<file path="config.mk">
export PLATFORM = sky130hd
export DESIGN_NAME = motor_periph_system_controller
export DESIGN_NICKNAME = d
export VERILOG_FILES = /design/src/motor_sysctl_pkg.sv /design/src/motor_periph_system_controller.sv
export VERILOG_INCLUDE_DIRS = /design/src
export SDC_FILE = /design/constraint.sdc
export NUM_CORES = 1
export LEC_CHECK = 0
export BUFFER_PORTS_ARGS = -buffer_cell sky130_fd_sc_hd__buf_2
export CELL_PAD_IN_SITES_DETAIL_PLACEMENT = 2
export CELL_PAD_IN_SITES_GLOBAL_PLACEMENT = 2
export CORE_UTILIZATION = 32
export CTS_BUF_LIST = sky130_fd_sc_hd__clkbuf_8
export DETAILED_ROUTE_END_ITERATION = 10
export PLACE_DENSITY_LB_ADDON = 0.1
export SETUP_SLACK_MARGIN = 0.02
export SKIP_LAST_GASP = 1
export SLEW_MARGIN = 20
export SYNTH_ARGS = -nofsm -noshare
export SYNTH_HDL_FRONTEND = slang
export SYNTH_SLANG_ARGS = --single-unit
</file>
<file path="constraint.sdc">
create_clock -name aclk -period 2.7 [get_ports aclk]
set_input_delay 0.27 -clock aclk [delete_from_list [all_inputs] [get_ports aclk]]
set_output_delay 0.27 -clock aclk [all_outputs]
set_load 0.01 [all_outputs]
</file>
<file path="src/motor_sysctl_defines.svh">
// Register indices, field positions, reset values and vector addresses.
`ifndef MOTOR_SYSCTL_DEFINES_SVH
`define MOTOR_SYSCTL_DEFINES_SVH

// Register indices; the byte address on the bus is four times the index.
`define IDX_PIO_DIRECTION       14'h2004
`define IDX_PIO_LINE_DATA       14'h2005
`define IDX_PIO_IRQ_ENABLE      14'h2006
`define IDX_PIO_IRQ_STATUS      14'h2007
`define IDX_MODE_CONTROL        14'h2015
`define IDX_SYSTEM_STATUS       14'h2016
`define IDX_PERIPH_IRQ_STATUS   14'h2017
`define IDX_PERIPH_IRQ_ENABLE   14'h2019
`define IDX_SS_CONTROL          14'h201a
`define IDX_PIO_FUNCTION_SELECT 14'h2049

// Reset values.
`define RST_PIO_DIRECTION       9'h000
`define RST_PIO_LINE_DATA       9'h000
`define RST_PIO_IRQ_ENABLE      9'h000
`define RST_PIO_FUNCTION_SELECT 9'h1ff
`define RST_MODE_CONTROL        16'h0000
`define RST_PERIPH_IRQ_ENABLE   2'h0
`define RST_SS_CONTROL          2'h0

// Field positions.
`define BIT_SERIAL_PORT_ONE_UART         4
`define BIT_SPI_CPHA            12
`define BIT_SPI_CPOL            13
`define BIT_SPI_MODE            14
`define BIT_SERIAL_PORT_ZERO_UART         15
`define BIT_IRQ_TRIP            0
`define BIT_IRQ_SYNC            1
`define BIT_SS_SW_ENABLE        0
`define BIT_SS_SW_LEVEL         1

// Vector table window in program memory and the start of each slot.
`define VEC_TABLE_FIRST         14'h0000
`define VEC_TABLE_LAST          14'h002f
`define VEC_TRIP                14'h002c
`define VEC_SYNC                14'h000c
`define VEC_PIO                 14'h0008
`define VEC_SOFT1               14'h0018
`define VEC_SOFT0               14'h001c
`define VEC_P0_TX               14'h0010
`define VEC_P0_RX               14'h0014
`define VEC_P1_TX               14'h0020
`define VEC_P1_RX               14'h0024
`define VEC_TIMER               14'h0028

`define RESP_OKAY               2'b00
`define RESP_SLVERR             2'b10

`endif

</file>
<file path="src/motor_sysctl_pkg.sv">
// Types shared by the motor peripheral system controller.
package motor_sysctl_pkg;

  typedef struct packed {
    logic [15:0] awaddr;
    logic        awvalid;
    logic [31:0] wdata;
    logic [3:0]  wstrb;
    logic        wvalid;
    logic        bready;
    logic [15:0] araddr;
    logic        arvalid;
    logic        rready;
  } axil_req_t;

  typedef struct packed {
    logic        awready;
    logic        wready;
    logic        bvalid;
    logic [1:0]  bresp;
    logic        arready;
    logic        rvalid;
    logic [31:0] rdata;
    logic [1:0]  rresp;
  } axil_rsp_t;

  // Core-side requests, in descending priority order.
  typedef struct packed {
    logic soft1;
    logic soft0;
    logic p0_tx;
    logic p0_rx;
    logic p1_tx;
    logic p1_rx;
    logic timer;
  } core_req_t;

  // Internal serial port signals facing the pin multiplexer.
  typedef struct packed {
    logic p1_sclk;
    logic p1_flag;
    logic p1_tx_data;
    logic p0_sclk;
    logic p0_tx_data;
    logic p0_tx_fs;
  } sport_int_t;

  typedef struct packed {
    logic shared_clk;
    logic flag_tx;
    logic p0_tx_data;
    logic p0_tx_fs;
    logic p0_sclk;
  } sport_pin_t;

  typedef struct packed {
    logic       rx_data;
    logic       rx_fs;
    logic       cpol;
    logic       cpha;
    logic       spi_mode;
  } sport_ctl_t;

  typedef struct packed {
    axil_rsp_t   bus;
    logic        aw_held;
    logic        w_held;
    logic [13:0] aw_idx;
    logic [31:0] wdata;
    logic [3:0]  wstrb;
    logic [15:0] mode_control;
    logic [8:0]  pio_direction;
    logic [8:0]  pio_line_data;
    logic [8:0]  pio_irq_enable;
    logic [8:0]  pio_irq_status;
    logic [8:0]  pio_function_select;
    logic [1:0]  periph_irq_status;
    logic [1:0]  periph_irq_enable;
    logic [1:0]  ss_control;
    logic        sync_prev;
    logic        trip_prev;
    logic [8:0]  pio_prev;
    logic        irq_n;
    logic        vec_valid;
    logic [13:0] vec_addr;
    logic        periph_reset;
    logic [8:0]  pio_out;
    logic [8:0]  pio_oe_n;
    sport_pin_t  pins;
    sport_ctl_t  ctl;
  } state_t;

endpackage : motor_sysctl_pkg

</file>
<file path="src/motor_periph_system_controller.sv">
// System controller: peripheral interrupt flags, vectoring and port muxing.
//
// Functional notes
// - Vector table spans 0x0000 to 0x002F, four words per source.
// - Unmasked requests reach the core one register stage after arrival.
// - Timer, serial port and software requests vector to their own slot.
// - Enabled peripheral events set their bit in the status register.
// - Shared active-low line stays low while any flag is unacknowledged.
// - Simultaneous requests vector to the highest priority source first.
// - Reading peripheral status clears trip and sync bits, acknowledging.
// - Reading pio status clears all its bits and acknowledges the interrupt.
// - Trip and sync interrupts each have an enable before the shared line.
// - Read-only system status shows trip pin, watchdog and pwm timer state.
// - Any hardware, software or watchdog reset restores default settings.
// - Mode control bit 4 selects port one boot mode or uart mode.
// - Boot mode: shared clock pin carries port one clock, flag pin its flag.
// - Uart mode: shared clock pin carries port zero clock, flag pin tx data.
// - Port zero uart mode without spi mode ties internal rx data and rx frame sync together.
// - Mode control bit 14 puts port zero into master-only spi mode.
// - Spi pins: tx data mosi, rx data miso, tx sync ss, clock sck.
// - Slave select asserts automatically around each transferred word.
// - Software may drive slave select as a general line during transfers.
// - Mode control bits 13 and 12 set spi clock polarity and phase.
// - Sync interrupt on rising sync edge; trip interrupt on falling trip.
// - Each enabled pio input sets its status bit on any level change.
//
// Chosen here: the AXI4-Lite register port.
`include "motor_sysctl_defines.svh"
`timescale 1ns/100ps
`default_nettype none

module motor_periph_system_controller (
  input  wire logic                          aclk,
  input  wire logic                          aresetn,
  input  wire motor_sysctl_pkg::axil_req_t   axil_req,
  output var  motor_sysctl_pkg::axil_rsp_t   axil_rsp,
  input  wire logic                          pwm_sync_pulse,
  input  wire logic                          pwm_trip_input,
  input  wire logic                          watchdog_expired,
  input  wire logic                          pwm_timer_phase,
  input  wire logic                          periph_reset_req,
  input  wire motor_sysctl_pkg::core_req_t   core_req,
  output logic                               shared_periph_irq_line_n,
  output logic                               irq_vector_valid,
  output logic [13:0]                        irq_vector_addr,
  output logic                               periph_reset,
  input  wire logic [8:0]                    programmable_io_line_in,
  output logic [8:0]                         programmable_io_line_out,
  output logic [8:0]                         programmable_io_line_oe_n,
  input  wire motor_sysctl_pkg::sport_int_t  sport_int,
  input  wire logic                          port_zero_rx_data_pin,
  input  wire logic                          port_zero_rx_frame_sync_pin,
  output var  motor_sysctl_pkg::sport_pin_t  sport_pin,
  output var  motor_sysctl_pkg::sport_ctl_t  sport_ctl
);
  import motor_sysctl_pkg::*;

  state_t st;
  state_t next_st;

  ////////////////////////////////////////////////////////////////////////////
  // Helpers.

  // Merges the two low byte lanes of a write into a 16-bit register image.
  // Upper lanes are ignored because no register is wider than 16 bits.
  function automatic logic [15:0] merge16(input logic [15:0] old,
                                          input logic [31:0] data,
                                          input logic [3:0]  strb);
    logic [15:0] res;
    res = old;
    if (strb[0]) begin
      res[7:0] = data[7:0];
    end
    if (strb[1]) begin
      res[15:8] = data[15:8];
    end
    return res;
  endfunction : merge16

  function automatic logic is_mapped(input logic [13:0] idx);
    case (idx)
      `IDX_PIO_DIRECTION, `IDX_PIO_LINE_DATA, `IDX_PIO_IRQ_ENABLE,
      `IDX_PIO_IRQ_STATUS, `IDX_MODE_CONTROL, `IDX_SYSTEM_STATUS,
      `IDX_PERIPH_IRQ_STATUS, `IDX_PERIPH_IRQ_ENABLE, `IDX_SS_CONTROL,
      `IDX_PIO_FUNCTION_SELECT: is_mapped = 1'b1;
      default:                  is_mapped = 1'b0;
    endcase
  endfunction : is_mapped

  ////////////////////////////////////////////////////////////////////////////
  // Reset image, shared by the bus reset and the peripheral reset.

  function automatic state_t reset_image();
    state_t r;
    r                     = '0;
    r.bus.awready         = 1'b1;
    r.bus.wready          = 1'b1;
    r.bus.arready         = 1'b1;
    r.mode_control        = `RST_MODE_CONTROL;
    r.pio_direction       = `RST_PIO_DIRECTION;
    r.pio_line_data       = `RST_PIO_LINE_DATA;
    r.pio_irq_enable      = `RST_PIO_IRQ_ENABLE;
    r.pio_function_select = `RST_PIO_FUNCTION_SELECT;
    r.periph_irq_enable   = `RST_PERIPH_IRQ_ENABLE;
    r.ss_control          = `RST_SS_CONTROL;
    r.trip_prev           = 1'b1;
    r.irq_n               = 1'b1;
    r.periph_reset        = 1'b1;
    r.pio_oe_n            = 9'h1ff;
    r.pins.p0_tx_fs       = 1'b1;
    return r;
  endfunction : reset_image

  ////////////////////////////////////////////////////////////////////////////
  // Next-state logic.

  logic [13:0] ar_idx;
  logic        rd_hit;
  logic [8:0]  pio_live;
  logic [8:0]  pio_armed;
  logic [8:0]  pio_event;
  logic [1:0]  periph_event;
  logic [8:0]  pio_clear;
  logic [1:0]  periph_clear;
  logic [31:0] rd_data;
  logic        wr_go;
  logic [15:0] wimg;
  logic        p1_uart;
  logic        p0_uart;
  logic        spi;
  logic        ss_word;
  logic [9:0]  src_req;
  logic [13:0] src_vec [10];

  always_comb begin
    next_st = st;
    ar_idx  = axil_req.araddr[15:2];
    rd_hit  = axil_req.arvalid && st.bus.arready;
    wr_go   = st.aw_held && st.w_held;

    // Input lines read their pin, output lines read back the driven value.
    pio_live = (programmable_io_line_in & ~st.pio_direction)
             | (st.pio_line_data & st.pio_direction);

    // Edge detection on the synchronous motor-control inputs.
    // The previous samples reset to the idle pin levels, so releasing reset
    // does not look like an edge.
    periph_event[`BIT_IRQ_SYNC] = pwm_sync_pulse && !st.sync_prev
                                && st.periph_irq_enable[`BIT_IRQ_SYNC];
    periph_event[`BIT_IRQ_TRIP] = !pwm_trip_input && st.trip_prev
                                && st.periph_irq_enable[`BIT_IRQ_TRIP];
    pio_armed = st.pio_irq_enable & ~st.pio_direction
              & st.pio_function_select;
    pio_event = (programmable_io_line_in ^ st.pio_prev) & pio_armed;
    next_st.sync_prev = pwm_sync_pulse;
    next_st.trip_prev = pwm_trip_input;
    next_st.pio_prev  = programmable_io_line_in;

    // Read data mux; unmapped indices answer zero with an error response.
    case (ar_idx)
      `IDX_PIO_DIRECTION:       rd_data = {23'h0, st.pio_direction};
      `IDX_PIO_LINE_DATA:       rd_data = {23'h0, pio_live};
      `IDX_PIO_IRQ_ENABLE:      rd_data = {23'h0, st.pio_irq_enable};
      `IDX_PIO_IRQ_STATUS:      rd_data = {23'h0, st.pio_irq_status};
      `IDX_MODE_CONTROL:        rd_data = {16'h0, st.mode_control};
      `IDX_SYSTEM_STATUS:       rd_data = {28'h0, 1'b0, pwm_timer_phase,
                                           watchdog_expired,
                                           pwm_trip_input};
      `IDX_PERIPH_IRQ_STATUS:   rd_data = {30'h0, st.periph_irq_status};
      `IDX_PERIPH_IRQ_ENABLE:   rd_data = {30'h0, st.periph_irq_enable};
      `IDX_SS_CONTROL:          rd_data = {30'h0, st.ss_control};
      `IDX_PIO_FUNCTION_SELECT: rd_data = {23'h0, st.pio_function_select};
      default:                  rd_data = 32'h0000_0000;
    endcase

    // Read-to-clear acknowledges, only on the accepted read of that index.
    periph_clear = (rd_hit && ar_idx == `IDX_PERIPH_IRQ_STATUS)
                 ? 2'h3 : 2'h0;
    pio_clear    = (rd_hit && ar_idx == `IDX_PIO_IRQ_STATUS)
                 ? 9'h1ff : 9'h000;

    // A set arriving with the clear survives it.
    next_st.periph_irq_status = (st.periph_irq_status & ~periph_clear)
                              | periph_event;
    next_st.pio_irq_status    = (st.pio_irq_status & ~pio_clear)
                              | pio_event;

    // Read channel.
    if (rd_hit) begin
      next_st.bus.rvalid  = 1'b1;
      next_st.bus.arready = 1'b0;
      next_st.bus.rdata   = rd_data;
      next_st.bus.rresp   = is_mapped(ar_idx) ? `RESP_OKAY : `RESP_SLVERR;
    end else if (st.bus.rvalid && axil_req.rready) begin
      next_st.bus.rvalid  = 1'b0;
      next_st.bus.arready = 1'b1;
    end

    // Write address and data are taken independently, in either order.
    if (axil_req.awvalid && st.bus.awready) begin
      next_st.aw_held     = 1'b1;
      next_st.aw_idx      = axil_req.awaddr[15:2];
      next_st.bus.awready = 1'b0;
    end
    if (axil_req.wvalid && st.bus.wready) begin
      next_st.w_held     = 1'b1;
      next_st.wdata      = axil_req.wdata;
      next_st.wstrb      = axil_req.wstrb;
      next_st.bus.wready = 1'b0;
    end

    wimg = 16'h0000;
    if (wr_go) begin
      next_st.aw_held    = 1'b0;
      next_st.w_held     = 1'b0;
      next_st.bus.bvalid = 1'b1;
      next_st.bus.bresp  = is_mapped(st.aw_idx) ? `RESP_OKAY : `RESP_SLVERR;
      case (st.aw_idx)
        `IDX_PIO_DIRECTION: begin
          wimg = merge16({7'h0, st.pio_direction}, st.wdata, st.wstrb);
          next_st.pio_direction = wimg[8:0];
        end
        `IDX_PIO_LINE_DATA: begin
          wimg = merge16({7'h0, st.pio_line_data}, st.wdata, st.wstrb);
          next_st.pio_line_data = wimg[8:0];
        end
        `IDX_PIO_IRQ_ENABLE: begin
          wimg = merge16({7'h0, st.pio_irq_enable}, st.wdata, st.wstrb);
          next_st.pio_irq_enable = wimg[8:0];
        end
        `IDX_MODE_CONTROL: begin
          next_st.mode_control = merge16(st.mode_control, st.wdata,
                                         st.wstrb);
        end
        `IDX_PERIPH_IRQ_ENABLE: begin
          wimg = merge16({14'h0, st.periph_irq_enable}, st.wdata, st.wstrb);
          next_st.periph_irq_enable = wimg[1:0];
        end
        `IDX_SS_CONTROL: begin
          wimg = merge16({14'h0, st.ss_control}, st.wdata, st.wstrb);
          next_st.ss_control = wimg[1:0];
        end
        `IDX_PIO_FUNCTION_SELECT: begin
          wimg = merge16({7'h0, st.pio_function_select}, st.wdata,
                         st.wstrb);
          next_st.pio_function_select = wimg[8:0];
        end
        default: begin
          wimg = 16'h0000;
        end
      endcase
    end else if (st.bus.bvalid && axil_req.bready) begin
      next_st.bus.bvalid  = 1'b0;
      next_st.bus.awready = 1'b1;
      next_st.bus.wready  = 1'b1;
    end

    // The shared line is built from the next flags, so it is registered with them
    // and a new flag reaches the core on the same edge with no extra wait.
    next_st.irq_n = !(|next_st.periph_irq_status
                   || |next_st.pio_irq_status);

    // Priority vectoring; table order is highest first.
    // The loop runs from the lowest source up, so the highest hit is kept.
    src_req = {st.periph_irq_status[`BIT_IRQ_TRIP],
               st.periph_irq_status[`BIT_IRQ_SYNC],
               |st.pio_irq_status,
               core_req.soft1, core_req.soft0,
               core_req.p0_tx, core_req.p0_rx,
               core_req.p1_tx, core_req.p1_rx,
               core_req.timer};
    src_vec[9] = `VEC_TRIP;
    src_vec[8] = `VEC_SYNC;
    src_vec[7] = `VEC_PIO;
    src_vec[6] = `VEC_SOFT1;
    src_vec[5] = `VEC_SOFT0;
    src_vec[4] = `VEC_P0_TX;
    src_vec[3] = `VEC_P0_RX;
    src_vec[2] = `VEC_P1_TX;
    src_vec[1] = `VEC_P1_RX;
    src_vec[0] = `VEC_TIMER;
    next_st.vec_valid = |src_req;
    next_st.vec_addr  = `VEC_TABLE_FIRST;
    for (int i = 0; i < 10; i++) begin
      if (src_req[i]) begin
        next_st.vec_addr = src_vec[i];
      end
    end

    // Pio pad drive; the enable is low while the line is driven.
    // A line given to its alternate function is never driven from here.
    next_st.pio_out  = st.pio_line_data;
    next_st.pio_oe_n = ~(st.pio_direction & st.pio_function_select);

    // Serial port pin multiplexing.
    p1_uart = st.mode_control[`BIT_SERIAL_PORT_ONE_UART];
    p0_uart = st.mode_control[`BIT_SERIAL_PORT_ZERO_UART];
    spi     = st.mode_control[`BIT_SPI_MODE];
    next_st.pins.shared_clk = p1_uart ? sport_int.p0_sclk
                                      : sport_int.p1_sclk;
    next_st.pins.flag_tx    = p1_uart ? sport_int.p1_tx_data
                                      : sport_int.p1_flag;
    next_st.pins.p0_tx_data = sport_int.p0_tx_data;
    // Slave select is low for the whole word framed by the transmit sync.
    ss_word = !sport_int.p0_tx_fs;
    if (spi && st.ss_control[`BIT_SS_SW_ENABLE]) begin
      next_st.pins.p0_tx_fs = st.ss_control[`BIT_SS_SW_LEVEL];
    end else if (spi) begin
      next_st.pins.p0_tx_fs = ss_word;
    end else begin
      next_st.pins.p0_tx_fs = sport_int.p0_tx_fs;
    end
    // Polarity inverts the idle level; phase goes to the port's shifter.
    next_st.pins.p0_sclk = spi ? (sport_int.p0_sclk ^ st.ctl.cpol)
                               : sport_int.p0_sclk;
    next_st.ctl.cpol     = st.mode_control[`BIT_SPI_CPOL];
    next_st.ctl.cpha     = st.mode_control[`BIT_SPI_CPHA];
    next_st.ctl.spi_mode = spi;
    next_st.ctl.rx_data  = port_zero_rx_data_pin;
    // Spi leaves the receive sync unused, so it is held low.
    if (spi) begin
      next_st.ctl.rx_fs = 1'b0;
    end else if (p0_uart) begin
      next_st.ctl.rx_fs = port_zero_rx_data_pin;
    end else begin
      next_st.ctl.rx_fs = port_zero_rx_frame_sync_pin;
    end

    // A software or watchdog reset returns every control register and flag
    // to default but leaves the bus handshake alone, so the read or write
    // in flight still completes.
    next_st.periph_reset = periph_reset_req;
    if (periph_reset_req) begin
      next_st = reset_image();
      next_st.bus          = st.bus;
      next_st.aw_held      = st.aw_held;
      next_st.w_held       = st.w_held;
      next_st.aw_idx       = st.aw_idx;
      next_st.wdata        = st.wdata;
      next_st.wstrb        = st.wstrb;
      next_st.periph_reset = 1'b1;
    end
  end

  ////////////////////////////////////////////////////////////////////////////
  // State register.
  // Every register sits in one flop bank, so the bus reset and the software
  // reset share one image and cannot drift apart.

  always_ff @(posedge aclk) begin
    if (!aresetn) begin
      st <= reset_image();
    end else begin
      st <= next_st;
    end
  end

  ////////////////////////////////////////////////////////////////////////////
  // Outputs, straight from the state register.

  assign axil_rsp                  = st.bus;
  assign shared_periph_irq_line_n  = st.irq_n;
  assign irq_vector_valid          = st.vec_valid;
  assign irq_vector_addr           = st.vec_addr;
  assign periph_reset              = st.periph_reset;
  assign programmable_io_line_out  = st.pio_out;
  assign programmable_io_line_oe_n = st.pio_oe_n;
  assign sport_pin                 = st.pins;
  assign sport_ctl                 = st.ctl;

endmodule : motor_periph_system_controller

`default_nettype wire

</file>
==> flow_metrics.py <==
metrics = {
    "route": {
        "drc_errors": 0,
        "ant_nets": 0,
        "first_iter_violations": 233,
        "vias": 6342,
        "drt_wl_total_um": 23820,
        "wl_per_cell_um": 18.44,
        "dr.pass1.iters": 4,
        "viasPerCell": 4.909,
    },
    "logic_synthesis": {
        "synth_cell_types": 64,
        "async_reset_ff_share_pct": 0,
        "yosys_warnings": 0,
        "synth.cell_area_um2": 7657,
        "synth_ff_type": "dfxtp_1",
        "syn_area_per_cell_um2": 8.721,
        "synth_seq_cells": 170,
        "synth_edf_count": 0,
        "yosysSeqAreaShare_pct": 44.44,
        "synthCells": 878,
    },
    "sta": {
        "worst_slack_ps": 554.7,
        "slew_headroom_pct": 56.25,
        "fin_crit_ps": 2145,
        "tns_ps": 0,
        "finalMaxSlewViolations": 0,
        "rsz0062_at_grt": "no",
        "fmax_mhz": 466.1,
        "finalSetupViolCount": 0,
        "fin_skew_ps": 10.83,
        "holdWs_ps": 31.99,
        "hold_viol": 0,
        "worst_pin_slew_ps": 655.4,
        "timing.final.crit_share_pct": 79.46,
    },
    "floorplanning": {
        "io_pins": 190,
        "row_count": 56,
        "start_util_pct": 32.62,
        "core-area_um2": 23470,
        "die-height_um": 156.7,
        "dieArea_um2": 24550,
        "dieWidth_um": 156.7,
    },
    "grt": {
        "use_met3_pct": 3.766,
        "antenna_found_initial": 0,
        "grt_pass1_vias": 6597,
        "grt_pass1_wl_um": 37610,
        "track_usage_pct": 20.35,
        "overflow": 0,
        "grt_max_degree": 48,
        "gr-max-usage-layer": "met2",
        "met2_usage_pct": 33.86,
        "use_met1_pct": 26.69,
    },
    "clocking": {
        "cts-root-buf": "clkbuf_8",
        "cts_buffers": 17,
        "cts_setup_buffers": 0,
        "cts_tree": "built",
        "clk_pin_slew_ps": 90,
        "clk_latency_ps": 450,
        "cts_max_path_buffers": 2,
        "htree_num_levels": 4,
        "cts.sinks": 170,
        "hold_buffers": 1,
        "cts_resized": 0,
    },
    "critical_path": {
        "max_stage_delay_ps": 640,
        "cp_top_family": "simple AND/OR/NAND/NOR gates",
        "cp_num_buf_inv": 0,
        "cp_data_arrival_time_ps": 2460,
        "cp_data_required_time_ps": 3010,
        "crit_chain": "nor4b_1 -> nand4_1 -> or3_1 -> nand2_1 -> a21oi_1",
        "cp-end-kind": "register",
        "critPathKind": "register to register",
        "critPathLaunchType": "register",
        "worst-path-max-fanout": 8,
        "cpMaxStageDelayCell": "or3_1",
    },
    "placement": {
        "gp_congestion": 0.8276,
        "hpwl_um": 17520,
        "dpl_cell_area_um2": 8235,
        "place_inst": 1259,
        "portBuffers": 139,
        "post-place-ws_ps": 347.9,
    },
    "run_status": {
        "status": "finished clean",
    },
    "power_and_ir_drop": {
        "finalPower_mw": 4.825,
        "p_leak_nw": 3.218,
        "power_density_nw_per_um2": 558.0,
        "vdd_ir_drop_max_v": 0.0002816,
    },
    "finish": {
        "diodes": 0,
        "synthToLayoutAreaGrowth_pct": 12.92,
        "fillers": 2682,
        "finish.cell_count_without_fillers": 1292,
        "drive_above_1_share_pct": 21.48,
        "fin_nets": 1064,
        "post-route-util_pct": 36.84,
        "fin_area_um2": 8647,
    },
    "job": {
        "drv_cap": 0,
    },
    "hold_path": {
        "hold_class": "input pin to register",
    },
}
synthesized netlist by cell type (2+ instances only):
cell type | count | share of area [%]
a211oi_1 | 3 | 0.29
a21boi_0 | 33 | 3.2
a21boi_1 | 7 | 0.69
a21o_1 | 3 | 0.29
a21oi_1 | 29 | 1.9
a22oi_1 | 11 | 1.1
a31oi_1 | 5 | 0.41
a32oi_1 | 2 | 0.23
and2_1 | 26 | 2.1
and3_1 | 7 | 0.57
buf_4 | 83 | 8.1
buf_6 | 2 | 0.29
clkbuf_1 | 38 | 1.9
dfxtp_1 | 170 | 44
inv_1 | 18 | 0.88
mux2i_1 | 45 | 5.9
nand2_1 | 146 | 7.2
nand2b_1 | 8 | 0.65
nand3_1 | 28 | 1.8
nand3b_1 | 4 | 0.39
nand4_1 | 5 | 0.41
nand4b_1 | 2 | 0.23
nor2_1 | 64 | 3.1
nor2b_1 | 6 | 0.49
nor3_1 | 23 | 1.5
nor4_1 | 16 | 1.3
nor4_4 | 5 | 1.4
nor4b_1 | 3 | 0.34
nor4bb_1 | 3 | 0.39
o2111a_1 | 6 | 0.88
o211ai_1 | 9 | 0.88
o21ai_0 | 15 | 0.98
o21ai_1 | 8 | 0.52
o22ai_1 | 3 | 0.25
or3_1 | 4 | 0.33
or4_1 | 2 | 0.20
xnor2_1 | 9 | 1.0
area by class of cell:
type | count | area, µm² | area share [%]
Tap cell | 319 | 399.1 | 4.616
Multi-Input combinational cell | 592 | 3503 | 40.52
Clock inverter | 13 | 140.1 | 1.621
Timing Repair Buffer | 160 | 868.3 | 10.04
Sequential cell | 170 | 3403 | 39.36
Clock buffer | 19 | 261.5 | 3.024
Inverter | 19 | 71.32 | 0.8248
worst paths after layout:
kind / startpoint / endpoint / slack (ps) / cells past startpoint
worst max-delay path: st[161] / st[99] / 550 / 5
worst min-delay path: pwm_sync_pulse / st[55] / 30 / 2
worst max register to register: st[161] / st[99] / 550 / 5
worst min register to register: st[67] / programmable_io_line_oe_n[5] / 410 / 1
layer usage:
layer	wire length (µm)	share of wire [%]	vias up
li1	-	-	3061
met1	11400	48	3115
met2	11190	47	138
met3	843	3.5	28
met4	394	1.7	0
met5	0	0	-
registers in the layout (all words and copies together) (netlist names):
name and flops:
axil_rsp 23, irq_vector_addr 4, irq_vector_valid 1, p0_uart 1, p1_uart 1, periph_reset 1, programmable_io_line_oe_n 9, programmable_io_line_out 9
shared_periph_irq_line_n 1, spi 1, sport_ctl 5, sport_pin 5, src_req 2, st 107
cells in the final DEF (no fill, tap or decap), types with 15 or more instances in the layout:
| cell | n |
|---|---|
| dfxtp_1 | 170 |
| nand2_1 | 146 |
| buf_2 | 139 |
| nor2_1 | 64 |
| mux2i_1 | 45 |
| a21boi_0 | 33 |
| a21oi_1 | 29 |
| nand3_1 | 28 |
| conb_1 | 28 |
| and2_1 | 26 |
| nor3_1 | 22 |
| inv_1 | 19 |
| clkbuf_8 | 19 |
| buf_4 | 19 |
| nor4_1 | 16 |
| o21ai_0 | 15 |
power by group:
part           internal (mW)  switching [mW]  leakage, nW
clock network          0.882            1.00        0.206
logic                  0.132           0.216         1.63
registers               2.55          0.0419         1.38
total                   3.56            1.26         3.22
cell families after synthesis:
group,Yosys count,synth area share (%)
muxes,46,6.029
AOI/OAI and AO/OA,144,12.88
and+or+nand+nor,364,24.17
buffers and inverters,143,11.29
DFF,170,44.44
other,1,0.04897
xor gates and xnor gates,10,1.144
(Power assumes the default switching activity.)
